$ cat config.mk
export PLATFORM = sky130hd
export DESIGN_NAME = tpwc_top
export DESIGN_NICKNAME = d
export VERILOG_FILES = /design/src/tpwc_pkg.sv /design/src/tpwc_top.sv /design/src/tpwc_pair.sv
export SDC_FILE = /design/constraint.sdc
export NUM_CORES = 1
export LEC_CHECK = 0
export BUFFER_PORTS_ARGS = -buffer_cell sky130_fd_sc_hd__buf_2
export CAP_MARGIN = 30
export CORE_UTILIZATION = 60
export DETAILED_ROUTE_END_ITERATION = 8
export PLACE_DENSITY = 0.8
export SLEW_MARGIN = 15
export SYNTH_ARGS = -nofsm -noshare
export SYNTH_HDL_FRONTEND = slang
export SYNTH_SLANG_ARGS = --single-unit
$ cat constraint.sdc
create_clock -name aclk -period 3.6 [get_ports aclk]
set_clock_uncertainty 0.05 [all_clocks]
set_input_delay 0.18 -clock aclk [delete_from_list [all_inputs] [get_ports aclk]]
set_output_delay 0.18 -clock aclk [all_outputs]
set_load 0.03 [all_outputs]
$ cat src/tpwc_pkg.sv
// Purpose: shared constants for the timer pair capture and PWM block
// Assumes: AXI4-Lite byte addresses, 8-bit registers in the low byte except the 16-bit count
// Notes: pair b repeats the pair a map at TPWC_PAIR_B_BASE
package tpwc_pkg;
  localparam int TPWC_DW    = 8;
  localparam int TPWC_PWM_W = 10;
  localparam int TPWC_PSC_W = 11;
  localparam int TPWC_AW    = 8;

  localparam logic [7:0] TPWC_PAIR_B_BASE     = 8'h40;
  localparam logic [7:0] TPWC_OFS_LOWER_MODE  = 8'h00;
  localparam logic [7:0] TPWC_OFS_UPPER_MODE  = 8'h04;
  localparam logic [7:0] TPWC_OFS_LOWER_DATA  = 8'h08;
  localparam logic [7:0] TPWC_OFS_UPPER_DATA  = 8'h0C;
  localparam logic [7:0] TPWC_OFS_PERIOD_LOW  = 8'h10;
  localparam logic [7:0] TPWC_OFS_UPPER_BITS  = 8'h14;
  localparam logic [7:0] TPWC_OFS_DUTY_LOW    = 8'h18;
  localparam logic [7:0] TPWC_OFS_COUNT       = 8'h1C;
  localparam logic [7:0] TPWC_OFS_STATUS      = 8'h20;
  localparam logic [7:0] TPWC_OFS_PORT_SEL    = 8'h80;
  localparam logic [7:0] TPWC_OFS_EDGE_SEL    = 8'h84;

  localparam int TPWC_LM_CLK   = 0;
  localparam int TPWC_LM_RUN   = 4;
  localparam int TPWC_LM_CAPT  = 5;
  localparam int TPWC_UM_CLK   = 0;
  localparam int TPWC_UM_RUN   = 2;
  localparam int TPWC_UM_PWM   = 3;
  localparam int TPWC_UM_CAPT  = 5;
  localparam int TPWC_UM_JOIN  = 6;
  localparam int TPWC_UM_SENSE = 7;
  localparam int TPWC_UB_DUTY  = 0;
  localparam int TPWC_UB_PER   = 2;
  localparam int TPWC_PS_CAPT  = 0;
  localparam int TPWC_PS_EVENT = 4;
  localparam int TPWC_PS_PWM   = 6;
  localparam int TPWC_EDGE_FALL = 0;
  localparam int TPWC_EDGE_RISE = 1;

  localparam logic [2:0] TPWC_LO_CLK_EXT     = 3'h7;
  localparam logic [1:0] TPWC_UP_CLK_CASCADE = 2'h3;
  localparam logic [1:0] TPWC_RESP_OKAY      = 2'h0;
  localparam logic [1:0] TPWC_RESP_SLVERR    = 2'h2;

  // tick when the low e bits of the free prescaler are all ones
  function automatic logic psc_tick(input logic [TPWC_PSC_W-1:0] psc, input logic [3:0] e);
    logic t;
    t = 1'b1;
    for (int i = 0; i < TPWC_PSC_W; i++) begin
      if (i < int'(e) && !psc[i]) t = 1'b0;
    end
    return t;
  endfunction : psc_tick

  // log2 of the lower timer divide ratio
  function automatic logic [3:0] lo_exp(input logic pb, input logic [2:0] sel);
    case ({pb, sel})
      4'h0, 4'h8: lo_exp = 4'h1;
      4'h1, 4'h9: lo_exp = 4'h2;
      4'h2, 4'hA: lo_exp = 4'h3;
      4'h3:       lo_exp = 4'h5;
      4'h4:       lo_exp = 4'h7;
      4'h5:       lo_exp = 4'h9;
      4'h6:       lo_exp = 4'hB;
      4'hB:       lo_exp = 4'h4;
      4'hC:       lo_exp = 4'h6;
      4'hD:       lo_exp = 4'h8;
      default:    lo_exp = 4'hA;
    endcase
  endfunction : lo_exp

  // log2 of the upper timer divide ratio
  function automatic logic [3:0] up_exp(input logic pb, input logic [1:0] sel);
    case ({pb, sel})
      3'h1:    up_exp = 4'h1;
      3'h2:    up_exp = 4'h3;
      3'h5:    up_exp = 4'h2;
      3'h6:    up_exp = 4'h4;
      default: up_exp = 4'h0;
    endcase
  endfunction : up_exp

  function automatic logic pair_joined(input logic [7:0] um);
    return um[TPWC_UM_JOIN] && um[TPWC_UM_CLK +: 2] == TPWC_UP_CLK_CASCADE;
  endfunction : pair_joined

  function automatic logic [1:0] pair_hit(input logic [7:0] a, input logic [7:0] ofs);
    return {a == (ofs | TPWC_PAIR_B_BASE), a == ofs};
  endfunction : pair_hit
endpackage : tpwc_pkg

$ cat src/tpwc_top.sv
// Purpose: two timer pairs with 16-bit capture and 10-bit PWM on AXI4-Lite
// Assumes: pins are asynchronous, one clock, synchronous active-low reset
// Notes: registers other than the 16-bit count are 8 bits wide in the low byte of each word
// Function
// - wide capture acts like 8-bit, sixteen bits wide
// - lower timer clock chosen by three-bit field
// - two PWM channels of ten-bit resolution
// - period is low byte plus bits 3:2
// - duty is low byte plus bits 1:0
// - working duty loads at period match
// - sense bit picks duty portion level
// - duty equal nonzero period holds sense level
// - zero duty holds inverse sense level
// - new duty shows after current period
// - period change keeps absolute duty time
// - selected edge captures count, raises event
// - capture clears counter, counting resumes
// - capture edge falling, rising or both
// - capture and compare share one address
//
// The register addresses and the AXI4-Lite register port were chosen for this implementation.
`timescale 1ns/10ps
module tpwc_top
  import tpwc_pkg::*;
(
  input  wire logic               aclk,
  input  wire logic               aresetn,
  input  wire logic [TPWC_AW-1:0] awaddr,
  input  wire logic               awvalid,
  output logic                    awready,
  input  wire logic [31:0]        wdata,
  input  wire logic [3:0]         wstrb,
  input  wire logic               wvalid,
  output logic                    wready,
  output logic      [1:0]         bresp,
  output logic                    bvalid,
  input  wire logic               bready,
  input  wire logic [TPWC_AW-1:0] araddr,
  input  wire logic               arvalid,
  output logic                    arready,
  output logic      [31:0]        rdata,
  output logic      [1:0]         rresp,
  output logic                    rvalid,
  input  wire logic               rready,
  input  wire logic [3:0]         capture_input,
  input  wire logic [1:0]         event_input,
  output logic                    pwm_a_output,
  output logic                    pwm_a_output_en,
  output logic                    pwm_b_output,
  output logic                    pwm_b_output_en,
  output logic      [3:0]         capture_event,
  output logic      [3:0]         match_event
);
  logic [7:0]            lower_mode [2];
  logic [7:0]            upper_mode [2];
  logic [7:0]            lower_cmp  [2];
  logic [7:0]            upper_cmp  [2];
  logic [7:0]            period_low [2];
  logic [7:0]            upper_bits [2];
  logic [7:0]            duty_low   [2];
  logic [3:0]            flag       [2];
  logic [7:0]            port_sel;
  logic [7:0]            edge_sel;
  logic [TPWC_PSC_W-1:0] psc;
  logic [5:0]            pin_s1;
  logic [5:0]            pin_s2;
  logic [5:0]            pin_s3;
  logic                  aw_full;
  logic                  w_full;
  logic [TPWC_AW-1:0]    aw_addr;
  logic [7:0]            wd;
  logic                  w_lane0;
  logic [7:0]            capt_lo    [2];
  logic [7:0]            capt_hi    [2];
  logic [15:0]           cnt        [2];
  logic [1:0]            capt_ev    [2];
  logic [1:0]            match_ev   [2];
  logic [1:0]            pwm_lvl;
  logic [15:0]           pair_rd    [2];

  // write channel: address and data held until both are in
  wire       wr_go = aw_full && w_full && !bvalid;
  wire       wr_en = wr_go && w_lane0;
  wire [1:0] we_lm = pair_hit(aw_addr, TPWC_OFS_LOWER_MODE);
  wire [1:0] we_um = pair_hit(aw_addr, TPWC_OFS_UPPER_MODE);
  wire [1:0] we_ld = pair_hit(aw_addr, TPWC_OFS_LOWER_DATA);
  wire [1:0] we_ud = pair_hit(aw_addr, TPWC_OFS_UPPER_DATA);
  wire [1:0] we_pl = pair_hit(aw_addr, TPWC_OFS_PERIOD_LOW);
  wire [1:0] we_ub = pair_hit(aw_addr, TPWC_OFS_UPPER_BITS);
  wire [1:0] we_dl = pair_hit(aw_addr, TPWC_OFS_DUTY_LOW);
  wire [1:0] we_cn = pair_hit(aw_addr, TPWC_OFS_COUNT);
  wire [1:0] we_st = pair_hit(aw_addr, TPWC_OFS_STATUS);
  wire       we_ps = aw_addr == TPWC_OFS_PORT_SEL;
  wire       we_es = aw_addr == TPWC_OFS_EDGE_SEL;
  wire       wr_ok = |{we_lm, we_um, we_ld, we_ud, we_pl, we_ub, we_dl, we_cn, we_st,
                       we_ps, we_es};

  assign awready = !aw_full && !bvalid;
  assign wready  = !w_full && !bvalid;

  always_ff @(posedge aclk) begin
    if (!aresetn) begin
      aw_full <= 1'b0;
      aw_addr <= '0;
    end else if (awvalid && awready) begin
      aw_full <= 1'b1;
      aw_addr <= awaddr;
    end else if (wr_go) begin
      aw_full <= 1'b0;
    end
  end

  always_ff @(posedge aclk) begin
    if (!aresetn) begin
      w_full  <= 1'b0;
      wd      <= 8'h00;
      w_lane0 <= 1'b0;
    end else if (wvalid && wready) begin
      w_full  <= 1'b1;
      wd      <= wdata[7:0];
      w_lane0 <= wstrb[0];
    end else if (wr_go) begin
      w_full <= 1'b0;
    end
  end

  always_ff @(posedge aclk) begin
    if (!aresetn) begin
      bvalid <= 1'b0;
      bresp  <= TPWC_RESP_OKAY;
    end else if (wr_go) begin
      bvalid <= 1'b1;
      bresp  <= wr_ok ? TPWC_RESP_OKAY : TPWC_RESP_SLVERR;
    end else if (bready) begin
      bvalid <= 1'b0;
    end
  end

  // register file; count writes are accepted and dropped
  always_ff @(posedge aclk) begin
    for (int p = 0; p < 2; p++) begin
      if (!aresetn) begin
        lower_mode[p] <= 8'h00;
        upper_mode[p] <= 8'h00;
        lower_cmp[p]  <= 8'h00;
        upper_cmp[p]  <= 8'h00;
        period_low[p] <= 8'h00;
        upper_bits[p] <= 8'h00;
        duty_low[p]   <= 8'h00;
      end else if (wr_en) begin
        if (we_lm[p]) lower_mode[p] <= wd;
        if (we_um[p]) upper_mode[p] <= wd;
        if (we_ld[p]) lower_cmp[p] <= wd;
        if (we_ud[p]) upper_cmp[p] <= wd;
        if (we_pl[p]) period_low[p] <= wd;
        if (we_ub[p]) upper_bits[p] <= wd;
        if (we_dl[p]) duty_low[p] <= wd;
      end
    end
  end

  always_ff @(posedge aclk) begin
    if (!aresetn) begin
      port_sel <= 8'h00;
      edge_sel <= 8'h00;
    end else if (wr_en) begin
      if (we_ps) port_sel <= wd;
      if (we_es) edge_sel <= wd;
    end
  end

  // sticky event flags, write one to clear; a new event beats the clear
  always_ff @(posedge aclk) begin
    for (int p = 0; p < 2; p++) begin
      if (!aresetn) begin
        flag[p] <= 4'h0;
      end else begin
        flag[p] <= (flag[p] & ~((wr_en && we_st[p]) ? wd[3:0] : 4'h0))
                   | {match_ev[p], capt_ev[p]};
      end
    end
  end

  // read channel
  wire [1:0] re_lm = pair_hit(araddr, TPWC_OFS_LOWER_MODE);
  wire [1:0] re_um = pair_hit(araddr, TPWC_OFS_UPPER_MODE);
  wire [1:0] re_ld = pair_hit(araddr, TPWC_OFS_LOWER_DATA);
  wire [1:0] re_ud = pair_hit(araddr, TPWC_OFS_UPPER_DATA);
  wire [1:0] re_pl = pair_hit(araddr, TPWC_OFS_PERIOD_LOW);
  wire [1:0] re_ub = pair_hit(araddr, TPWC_OFS_UPPER_BITS);
  wire [1:0] re_dl = pair_hit(araddr, TPWC_OFS_DUTY_LOW);
  wire [1:0] re_cn = pair_hit(araddr, TPWC_OFS_COUNT);
  wire [1:0] re_st = pair_hit(araddr, TPWC_OFS_STATUS);
  wire       re_ps = araddr == TPWC_OFS_PORT_SEL;
  wire       re_es = araddr == TPWC_OFS_EDGE_SEL;
  wire       rd_ok = |{re_lm, re_um, re_ld, re_ud, re_pl, re_ub, re_dl, re_cn, re_st,
                       re_ps, re_es};
  wire [15:0] glob_rd = {8'h00, ({8{re_ps}} & port_sel) | ({8{re_es}} & edge_sel)};
  wire [31:0] next_rdata = {16'h0000, pair_rd[0] | pair_rd[1] | glob_rd};

  assign arready = !rvalid;

  always_ff @(posedge aclk) begin
    if (!aresetn) begin
      rvalid <= 1'b0;
      rdata  <= 32'h0000_0000;
      rresp  <= TPWC_RESP_OKAY;
    end else if (arvalid && arready) begin
      rvalid <= 1'b1;
      rdata  <= next_rdata;
      rresp  <= rd_ok ? TPWC_RESP_OKAY : TPWC_RESP_SLVERR;
    end else if (rready) begin
      rvalid <= 1'b0;
    end
  end

  // pins: two flops, then a third stage only for edge detection
  always_ff @(posedge aclk) begin
    if (!aresetn) begin
      pin_s1 <= 6'h00;
      pin_s2 <= 6'h00;
      pin_s3 <= 6'h00;
      psc    <= '0;
    end else begin
      pin_s1 <= {event_input, capture_input};
      pin_s2 <= pin_s1;
      pin_s3 <= pin_s2;
      psc    <= psc + 1'b1;
    end
  end

  wire [5:0] pin_rise  = pin_s2 & ~pin_s3;
  wire [5:0] pin_fall  = ~pin_s2 & pin_s3;
  wire [1:0] ext_event = pin_rise[5:4] & port_sel[TPWC_PS_EVENT +: 2];
  wire [3:0] capt_edge;

  for (genvar i = 0; i < 4; i++) begin : g_edge
    assign capt_edge[i] = port_sel[TPWC_PS_CAPT + i]
                          && ((edge_sel[2*i + TPWC_EDGE_RISE] && pin_rise[i])
                          || (edge_sel[2*i + TPWC_EDGE_FALL] && pin_fall[i]));
  end

  for (genvar p = 0; p < 2; p++) begin : g_pair
    // in capture mode the shared address reads the captured byte
    wire lo_capt_rd = lower_mode[p][TPWC_LM_CAPT]
                      || (pair_joined(upper_mode[p]) && upper_mode[p][TPWC_UM_CAPT]);
    wire hi_capt_rd = upper_mode[p][TPWC_UM_CAPT];
    wire [7:0] ld_rd = lo_capt_rd ? capt_lo[p] : lower_cmp[p];
    wire [7:0] ud_rd = hi_capt_rd ? capt_hi[p] : upper_cmp[p];

    assign pair_rd[p] = {8'h00, ({8{re_lm[p]}} & lower_mode[p])
                        | ({8{re_um[p]}} & upper_mode[p])
                        | ({8{re_ld[p]}} & ld_rd)
                        | ({8{re_ud[p]}} & ud_rd)
                        | ({8{re_pl[p]}} & period_low[p])
                        | ({8{re_ub[p]}} & upper_bits[p])
                        | ({8{re_dl[p]}} & duty_low[p])
                        | ({8{re_st[p]}} & {4'h0, flag[p]})}
                        | ({16{re_cn[p]}} & cnt[p]);

    tpwc_pair #(
      .PAIR_B (p == 1),
      .PWM_W  (TPWC_PWM_W)
    ) u_pair (
      .aclk        (aclk),
      .aresetn     (aresetn),
      .psc         (psc),
      .ext_event   (ext_event[p]),
      .capt_edge   (capt_edge[2*p +: 2]),
      .lower_mode  (lower_mode[p]),
      .upper_mode  (upper_mode[p]),
      .lower_cmp   (lower_cmp[p]),
      .upper_cmp   (upper_cmp[p]),
      .period_low  (period_low[p]),
      .upper_bits  (upper_bits[p]),
      .duty_low    (duty_low[p]),
      .lower_capt  (capt_lo[p]),
      .upper_capt  (capt_hi[p]),
      .count       (cnt[p]),
      .pwm_level   (pwm_lvl[p]),
      .capt_event  (capt_ev[p]),
      .match_event (match_ev[p])
    );
  end

  assign capture_event   = {capt_ev[1], capt_ev[0]};
  assign match_event     = {match_ev[1], match_ev[0]};
  assign pwm_a_output_en = port_sel[TPWC_PS_PWM];
  assign pwm_b_output_en = port_sel[TPWC_PS_PWM + 1];

  // pin stays low until software hands it to the PWM
  always_ff @(posedge aclk) begin
    if (!aresetn) begin
      pwm_a_output <= 1'b0;
      pwm_b_output <= 1'b0;
    end else begin
      pwm_a_output <= port_sel[TPWC_PS_PWM] && pwm_lvl[0];
      pwm_b_output <= port_sel[TPWC_PS_PWM + 1] && pwm_lvl[1];
    end
  end
endmodule : tpwc_top

$ cat src/tpwc_pair.sv
// Purpose: one timer pair: two 8-bit timers, 16-bit join, capture, PWM
// Assumes: capture edges and event edges arrive as one-cycle pulses
// Notes: the PWM borrows the upper timer and its clock select
`timescale 1ns/10ps
module tpwc_pair
  import tpwc_pkg::*;
#(
  parameter bit PAIR_B = 1'b0,
  parameter int PWM_W  = TPWC_PWM_W
) (
  input  wire logic                  aclk,
  input  wire logic                  aresetn,
  input  wire logic [TPWC_PSC_W-1:0] psc,
  input  wire logic                  ext_event,
  input  wire logic [1:0]            capt_edge,
  input  wire logic [7:0]            lower_mode,
  input  wire logic [7:0]            upper_mode,
  input  wire logic [7:0]            lower_cmp,
  input  wire logic [7:0]            upper_cmp,
  input  wire logic [7:0]            period_low,
  input  wire logic [7:0]            upper_bits,
  input  wire logic [7:0]            duty_low,
  output logic      [7:0]            lower_capt,
  output logic      [7:0]            upper_capt,
  output logic      [15:0]           count,
  output logic                       pwm_level,
  output logic      [1:0]            capt_event,
  output logic      [1:0]            match_event
);
  if (PWM_W != TPWC_DW + 2) begin : g_bad_width
    $error("tpwc_pair: PWM width must equal 8 plus 2 upper bits");
  end

  logic [7:0]       cnt_lo;
  logic [7:0]       cnt_hi;
  logic [PWM_W-1:0] pwm_cnt;
  logic [PWM_W-1:0] duty_work;

  wire [2:0]  lo_sel   = lower_mode[TPWC_LM_CLK +: 3];
  wire [1:0]  up_sel   = upper_mode[TPWC_UM_CLK +: 2];
  wire        lo_run   = lower_mode[TPWC_LM_RUN];
  wire        up_run   = upper_mode[TPWC_UM_RUN];
  wire        joined   = pair_joined(upper_mode);
  wire        pwm_on   = upper_mode[TPWC_UM_PWM] && !joined;
  wire        sense    = upper_mode[TPWC_UM_SENSE];
  wire [15:0] wide_cnt = {cnt_hi, cnt_lo};
  wire        lo_tick  = lo_run && (lo_sel == TPWC_LO_CLK_EXT ? ext_event
                         : psc_tick(psc, lo_exp(PAIR_B, lo_sel)));
  wire        lo_match = lo_tick && (joined ? wide_cnt == {upper_cmp, lower_cmp}
                         : cnt_lo == lower_cmp);
  wire        up_tick  = up_run && (up_sel == TPWC_UP_CLK_CASCADE ? lo_match
                         : psc_tick(psc, up_exp(PAIR_B, up_sel)));
  wire        up_match = up_tick && !joined && !pwm_on && cnt_hi == upper_cmp;
  // a joined pair listens on the lower input, armed by the upper bit
  wire        lo_hit   = capt_edge[0] && (joined ? upper_mode[TPWC_UM_CAPT]
                         : lower_mode[TPWC_LM_CAPT]);
  wire        up_hit   = capt_edge[1] && !joined && !pwm_on && upper_mode[TPWC_UM_CAPT];
  wire        lo_clear = !lo_run || lo_hit || lo_match;
  wire        hi_clear = joined ? lo_clear : (!up_run || up_hit || up_match || pwm_on);
  wire        hi_inc   = joined ? (lo_tick && &cnt_lo) : up_tick;
  wire [7:0]  next_lo  = lo_clear ? 8'h00 : lo_tick ? cnt_lo + 8'h01 : cnt_lo;
  wire [7:0]  next_hi  = hi_clear ? 8'h00 : hi_inc ? cnt_hi + 8'h01 : cnt_hi;

  wire [PWM_W-1:0] per    = {upper_bits[TPWC_UB_PER +: 2], period_low};
  wire [PWM_W-1:0] duty_m = {upper_bits[TPWC_UB_DUTY +: 2], duty_low};
  wire             pwm_tick = pwm_on && up_tick;
  // >= lets a period cut below the running count wrap at once
  wire             pwm_wrap = pwm_tick && pwm_cnt >= per;
  wire             next_level = duty_work == '0 ? !sense
                              : duty_work == per ? sense
                              : (pwm_cnt < duty_work) ? sense : !sense;

  assign count = wide_cnt;

  always_ff @(posedge aclk) begin
    if (!aresetn) begin
      cnt_lo <= 8'h00;
      cnt_hi <= 8'h00;
    end else begin
      cnt_lo <= next_lo;
      cnt_hi <= next_hi;
    end
  end

  always_ff @(posedge aclk) begin
    if (!aresetn) begin
      lower_capt  <= 8'h00;
      upper_capt  <= 8'h00;
      capt_event  <= 2'h0;
      match_event <= 2'h0;
    end else begin
      capt_event  <= {up_hit, lo_hit};
      match_event <= {up_match, lo_match};
      if (lo_hit) lower_capt <= cnt_lo;
      if (lo_hit && joined) upper_capt <= cnt_hi;
      else if (up_hit) upper_capt <= cnt_hi;
    end
  end

  always_ff @(posedge aclk) begin
    if (!aresetn) begin
      pwm_cnt   <= '0;
      duty_work <= '0;
      pwm_level <= 1'b0;
    end else begin
      pwm_level <= pwm_on ? next_level : 1'b0;
      if (!pwm_on || pwm_wrap) begin
        pwm_cnt   <= '0;
        duty_work <= duty_m;
      end else if (pwm_tick) begin
        pwm_cnt <= pwm_cnt + 1'b1;
      end
    end
  end
endmodule : tpwc_pair

==> metrics <==
status finished, final reports clean; clock tree root buffer cell clkbuf_16; Worst Hold Class in2reg; total core area 26000 µm²; cell area after layout 18200 µm²; first-pass GRT wire length 74100 µm; adder-cell area share of the yosys netlist 0.0394; combinational share of power 0.069; Max transition margin 0.263; Mapped Avg Cell Area 9.62 µm²; unrepaired setup endpoints after global routing no; Clk pwr share 0.454; Worst Hold Slack 0.108 ns; Starting Density 0.612; Compound-Gate Fraction of Synth Area 0.117; CTS clk-pin slew, worst paths 0.06 ns; Slowest-stage cell, CP a2111oi_4; P_int 6.31 mW; Hold Crit Depth 3; Final Max Slew Viols 0; initial drt markers 1572; GR met1 Demand/Resource 0.475; Synth Register Bits 320; Critical Path RT 4.00 ns; FF-to-FF End g_pair[1].u_pair.pwm_cnt[8]$_SDFFE_PP0P_; met2 usage 0.595; post-synthesis sequential area ratio 0.474; routed len/inst 23.4 µm; Leak 7.26 nW; drt pass-1 iters 7; r2r worst-path depth 7; area grow syn2layout 14.6%; final worst path period need 3.11 ns; Critical Path Max Stage Delay 0.62 ns; DRC viols 0; crit start category flop; layout cells sized above 1 0.116; CP cell instances xor2_1 -> nor4_1 -> nand2_1 -> a2111oi_4 -> o21ai_2 -> or4_1 -> a21oi_1; launching point of the worst reg2reg path g_pair[1].u_pair.cnt_lo[7]$_SDFFE_PP0P_; final wirelength 49800 µm; reg-to-reg slack, setup 0.49 ns; critical path fanouts, max 12; sequential share of power 0.478; Post-CTS Setup Bufs 0; Switch Pwr 2.02 mW; Worst Tran Pin Value 1.09 ns; commonest register cell after synthesis dfxtp_1; hold-critical path endpoint w_full$_SDFFE_PN0P_; Nets 1884; mapped cell area 15900 µm²; via count 13400; xor/xnor share of the synthesized area 0.0557; Ports 118; Net Sw Frac 0.242; Skew-Pair Late Insertion Delay 0.53 ns; Area after DPL 16700 µm²; num rows 59; via/cell ratio 6.29; H-tree depth 2; Worst IR Drop VDD 0.458 mV; Ys Warns 0; Final Hold Viols 0; Cells after Synth 1652; Num Clock Sinks 320; chip width 165 µm; Hold Path Origin wvalid; Final Cycle Share 0.864; EDFF count, synth 112; setup violators final 0; CTS tree yes; DP HPWL 35000 µm; global routing's busiest layer met2; Overflow after GRT 0; ys async rst share 0; Post-DRT Antenna Nets 0; antenna diode count 0; power density cells 457 nW/µm²; clk buf depth 3; Port Buf Inserts 72; biggest regs g_pair.u_pair.duty_work x20, g_pair.u_pair.pwm_cnt x20; Cell variety after synth 80; routability cong. 1.05; DIE HEIGHT 165 µm; M3 GR Usage 0.0716; Critical Path AT 3.51 ns; GRT Total Usage 0.370; CP Class reg2reg; CTS buffer count 35; post-synthesis mux area share 0.0668; antenna violations before repair 2; Simple-Gate Fraction of Synth Area 0.208; Setup crit end kind flop; max_cap viols 0; Max Freq 0.321 GHz; total die area 27100 µm²; main combinational cell family by area after synthesis simple AND/OR/NAND/NOR gates; largest net degree at the start of global routing 71; Filler cells 1957; setup TNS 0 ns; vias in the first global route 12900
==> Yosys cell counts, types with 18 or more instances <==
master	number	area, µm²
dfxtp_1	208	4160
ha_1	50	626
xor2_1	33	289
nand3_1	37	185
and2_1	145	907
nand2_1	151	567
a221oi_1	20	175
buf_4	18	135
inv_1	59	221
xnor2_1	68	596
edfxtp_1	112	3360
clkbuf_1	54	203
nor3_1	40	200
nand4_1	27	169
nor4_1	18	113
nor2_1	182	683
o21ai_0	39	195
a22oi_1	29	218
a21oi_1	62	310
mux2i_1	97	971
==> cells by family after synthesis <==
| kind of cell | Yosys count |
|---|---|
| AOI/OAI and AO/OA | 264 |
| xor gates and xnor gates | 101 |
| adders and majority gates | 50 |
| buffers and inverters | 144 |
| DFF | 320 |
| muxes | 105 |
| other | 1 |
| and+or+nand+nor | 667 |
==> cell type report <==
cell class	count	area (µm²)	area share
Multi-Input combinational cell	1205	7800	0.428
Tap cell	335	419	0.0230
Clock inverter	18	211	0.0116
Timing Repair Buffer	147	1020	0.0559
Sequential cell	320	7530	0.413
Clock buffer	46	1010	0.0554
Inverter	60	225	0.0124
==> layout by cell type, fill, tap and decap left out, types with 29 or more instances in the layout <==
| cell type | synthesis | layout |
|---|---|---|
| nand3_1 | 37 | 37 |
| nor2_1 | 182 | 182 |
| xnor2_1 | 68 | 68 |
| dfxtp_1 | 208 | 208 |
| xor2_1 | 33 | 33 |
| mux2i_1 | 97 | 97 |
| buf_2 | 2 | 71 |
| buf_4 | 18 | 48 |
| and2_1 | 145 | 145 |
| clkbuf_16 | 0 | 36 |
| inv_1 | 59 | 59 |
| a21oi_1 | 62 | 62 |
| edfxtp_1 | 112 | 112 |
| o21ai_0 | 39 | 39 |
| nand2_1 | 151 | 151 |
| ha_1 | 50 | 50 |
| nor3_1 | 40 | 40 |
| a22oi_1 | 29 | 29 |
==> routing by layer <==
layer  routed length, µm  share of wire
met5                  30        0.00060
met4                2600          0.052
met3                5080           0.10
met2               22700           0.46
met1               19400           0.39
==> power by group through the flow <==
stage               Clock (mW)  Sequential, mW  Combinational (mW)
finish                    3.78            3.98               0.572
floorplan                    0            4.00               0.360
global placement             0            4.05               0.508
detailed placement           0            4.05               0.524
CTS                       3.79            3.97               0.549
global route              3.94            3.98               0.612
==> how the worst max path moves through the flow <==
stage                                       startpoint                                       end  slack (ns)
5_1_grt        g_pair[1].u_pair.cnt_lo[7]$_SDFFE_PP0P_  g_pair[1].u_pair.pwm_cnt[8]$_SDFFE_PP0P_        0.35
6_report       g_pair[1].u_pair.cnt_lo[7]$_SDFFE_PP0P_  g_pair[1].u_pair.pwm_cnt[8]$_SDFFE_PP0P_        0.49
2_1_floorplan           lower_mode[1][1]$_SDFFCE_PN0P_  g_pair[1].u_pair.pwm_cnt[5]$_SDFFE_PP0P_        0.98
4_1_cts        g_pair[1].u_pair.cnt_lo[7]$_SDFFE_PP0P_  g_pair[1].u_pair.pwm_cnt[8]$_SDFFE_PP0P_        0.53
3_3_place_gp   g_pair[1].u_pair.cnt_lo[7]$_SDFFE_PP0P_  g_pair[1].u_pair.pwm_cnt[9]$_SDFFE_PP0P_        0.68
3_5_place_dp   g_pair[1].u_pair.cnt_lo[7]$_SDFFE_PP0P_  g_pair[1].u_pair.pwm_cnt[8]$_SDFFE_PP0P_        0.57
==> per-stage QoR <==
| stage | setup WS [ns] | std cells | utilization | total power [mW] |
|---|---|---|---|---|
| 2_1_floorplan | 0.975 | 1669 | - | 4.36 |
| 5_1_grt | 0.346 | 2131 | 0.701 | 8.53 |
| 3_5_place_dp | 0.567 | 2040 | 0.643 | 4.58 |
| 4_1_cts | 0.527 | 2130 | 0.700 | 8.31 |
| 3_3_place_gp | 0.681 | 2039 | 0.642 | 4.56 |
| 6_report | 0.489 | 2131 | 0.701 | 8.33 |
==> critical path: cells and delay by family, from the launching register on <==
family                    cells  cell delay [ns]
DFF                           1             0.55
AOI/OAI and AO/OA             3             1.03
and+or+nand+nor               3             1.28
xor gates and xnor gates      1             0.12
==> timing repair <==
action	4_1_cts	5_1_grt
setup endpoints to repair	0	0
endpoints found under the hold margin	25	0
hold buffers	26	0
resized for setup	0	0
(Power assumes the default switching activity.)
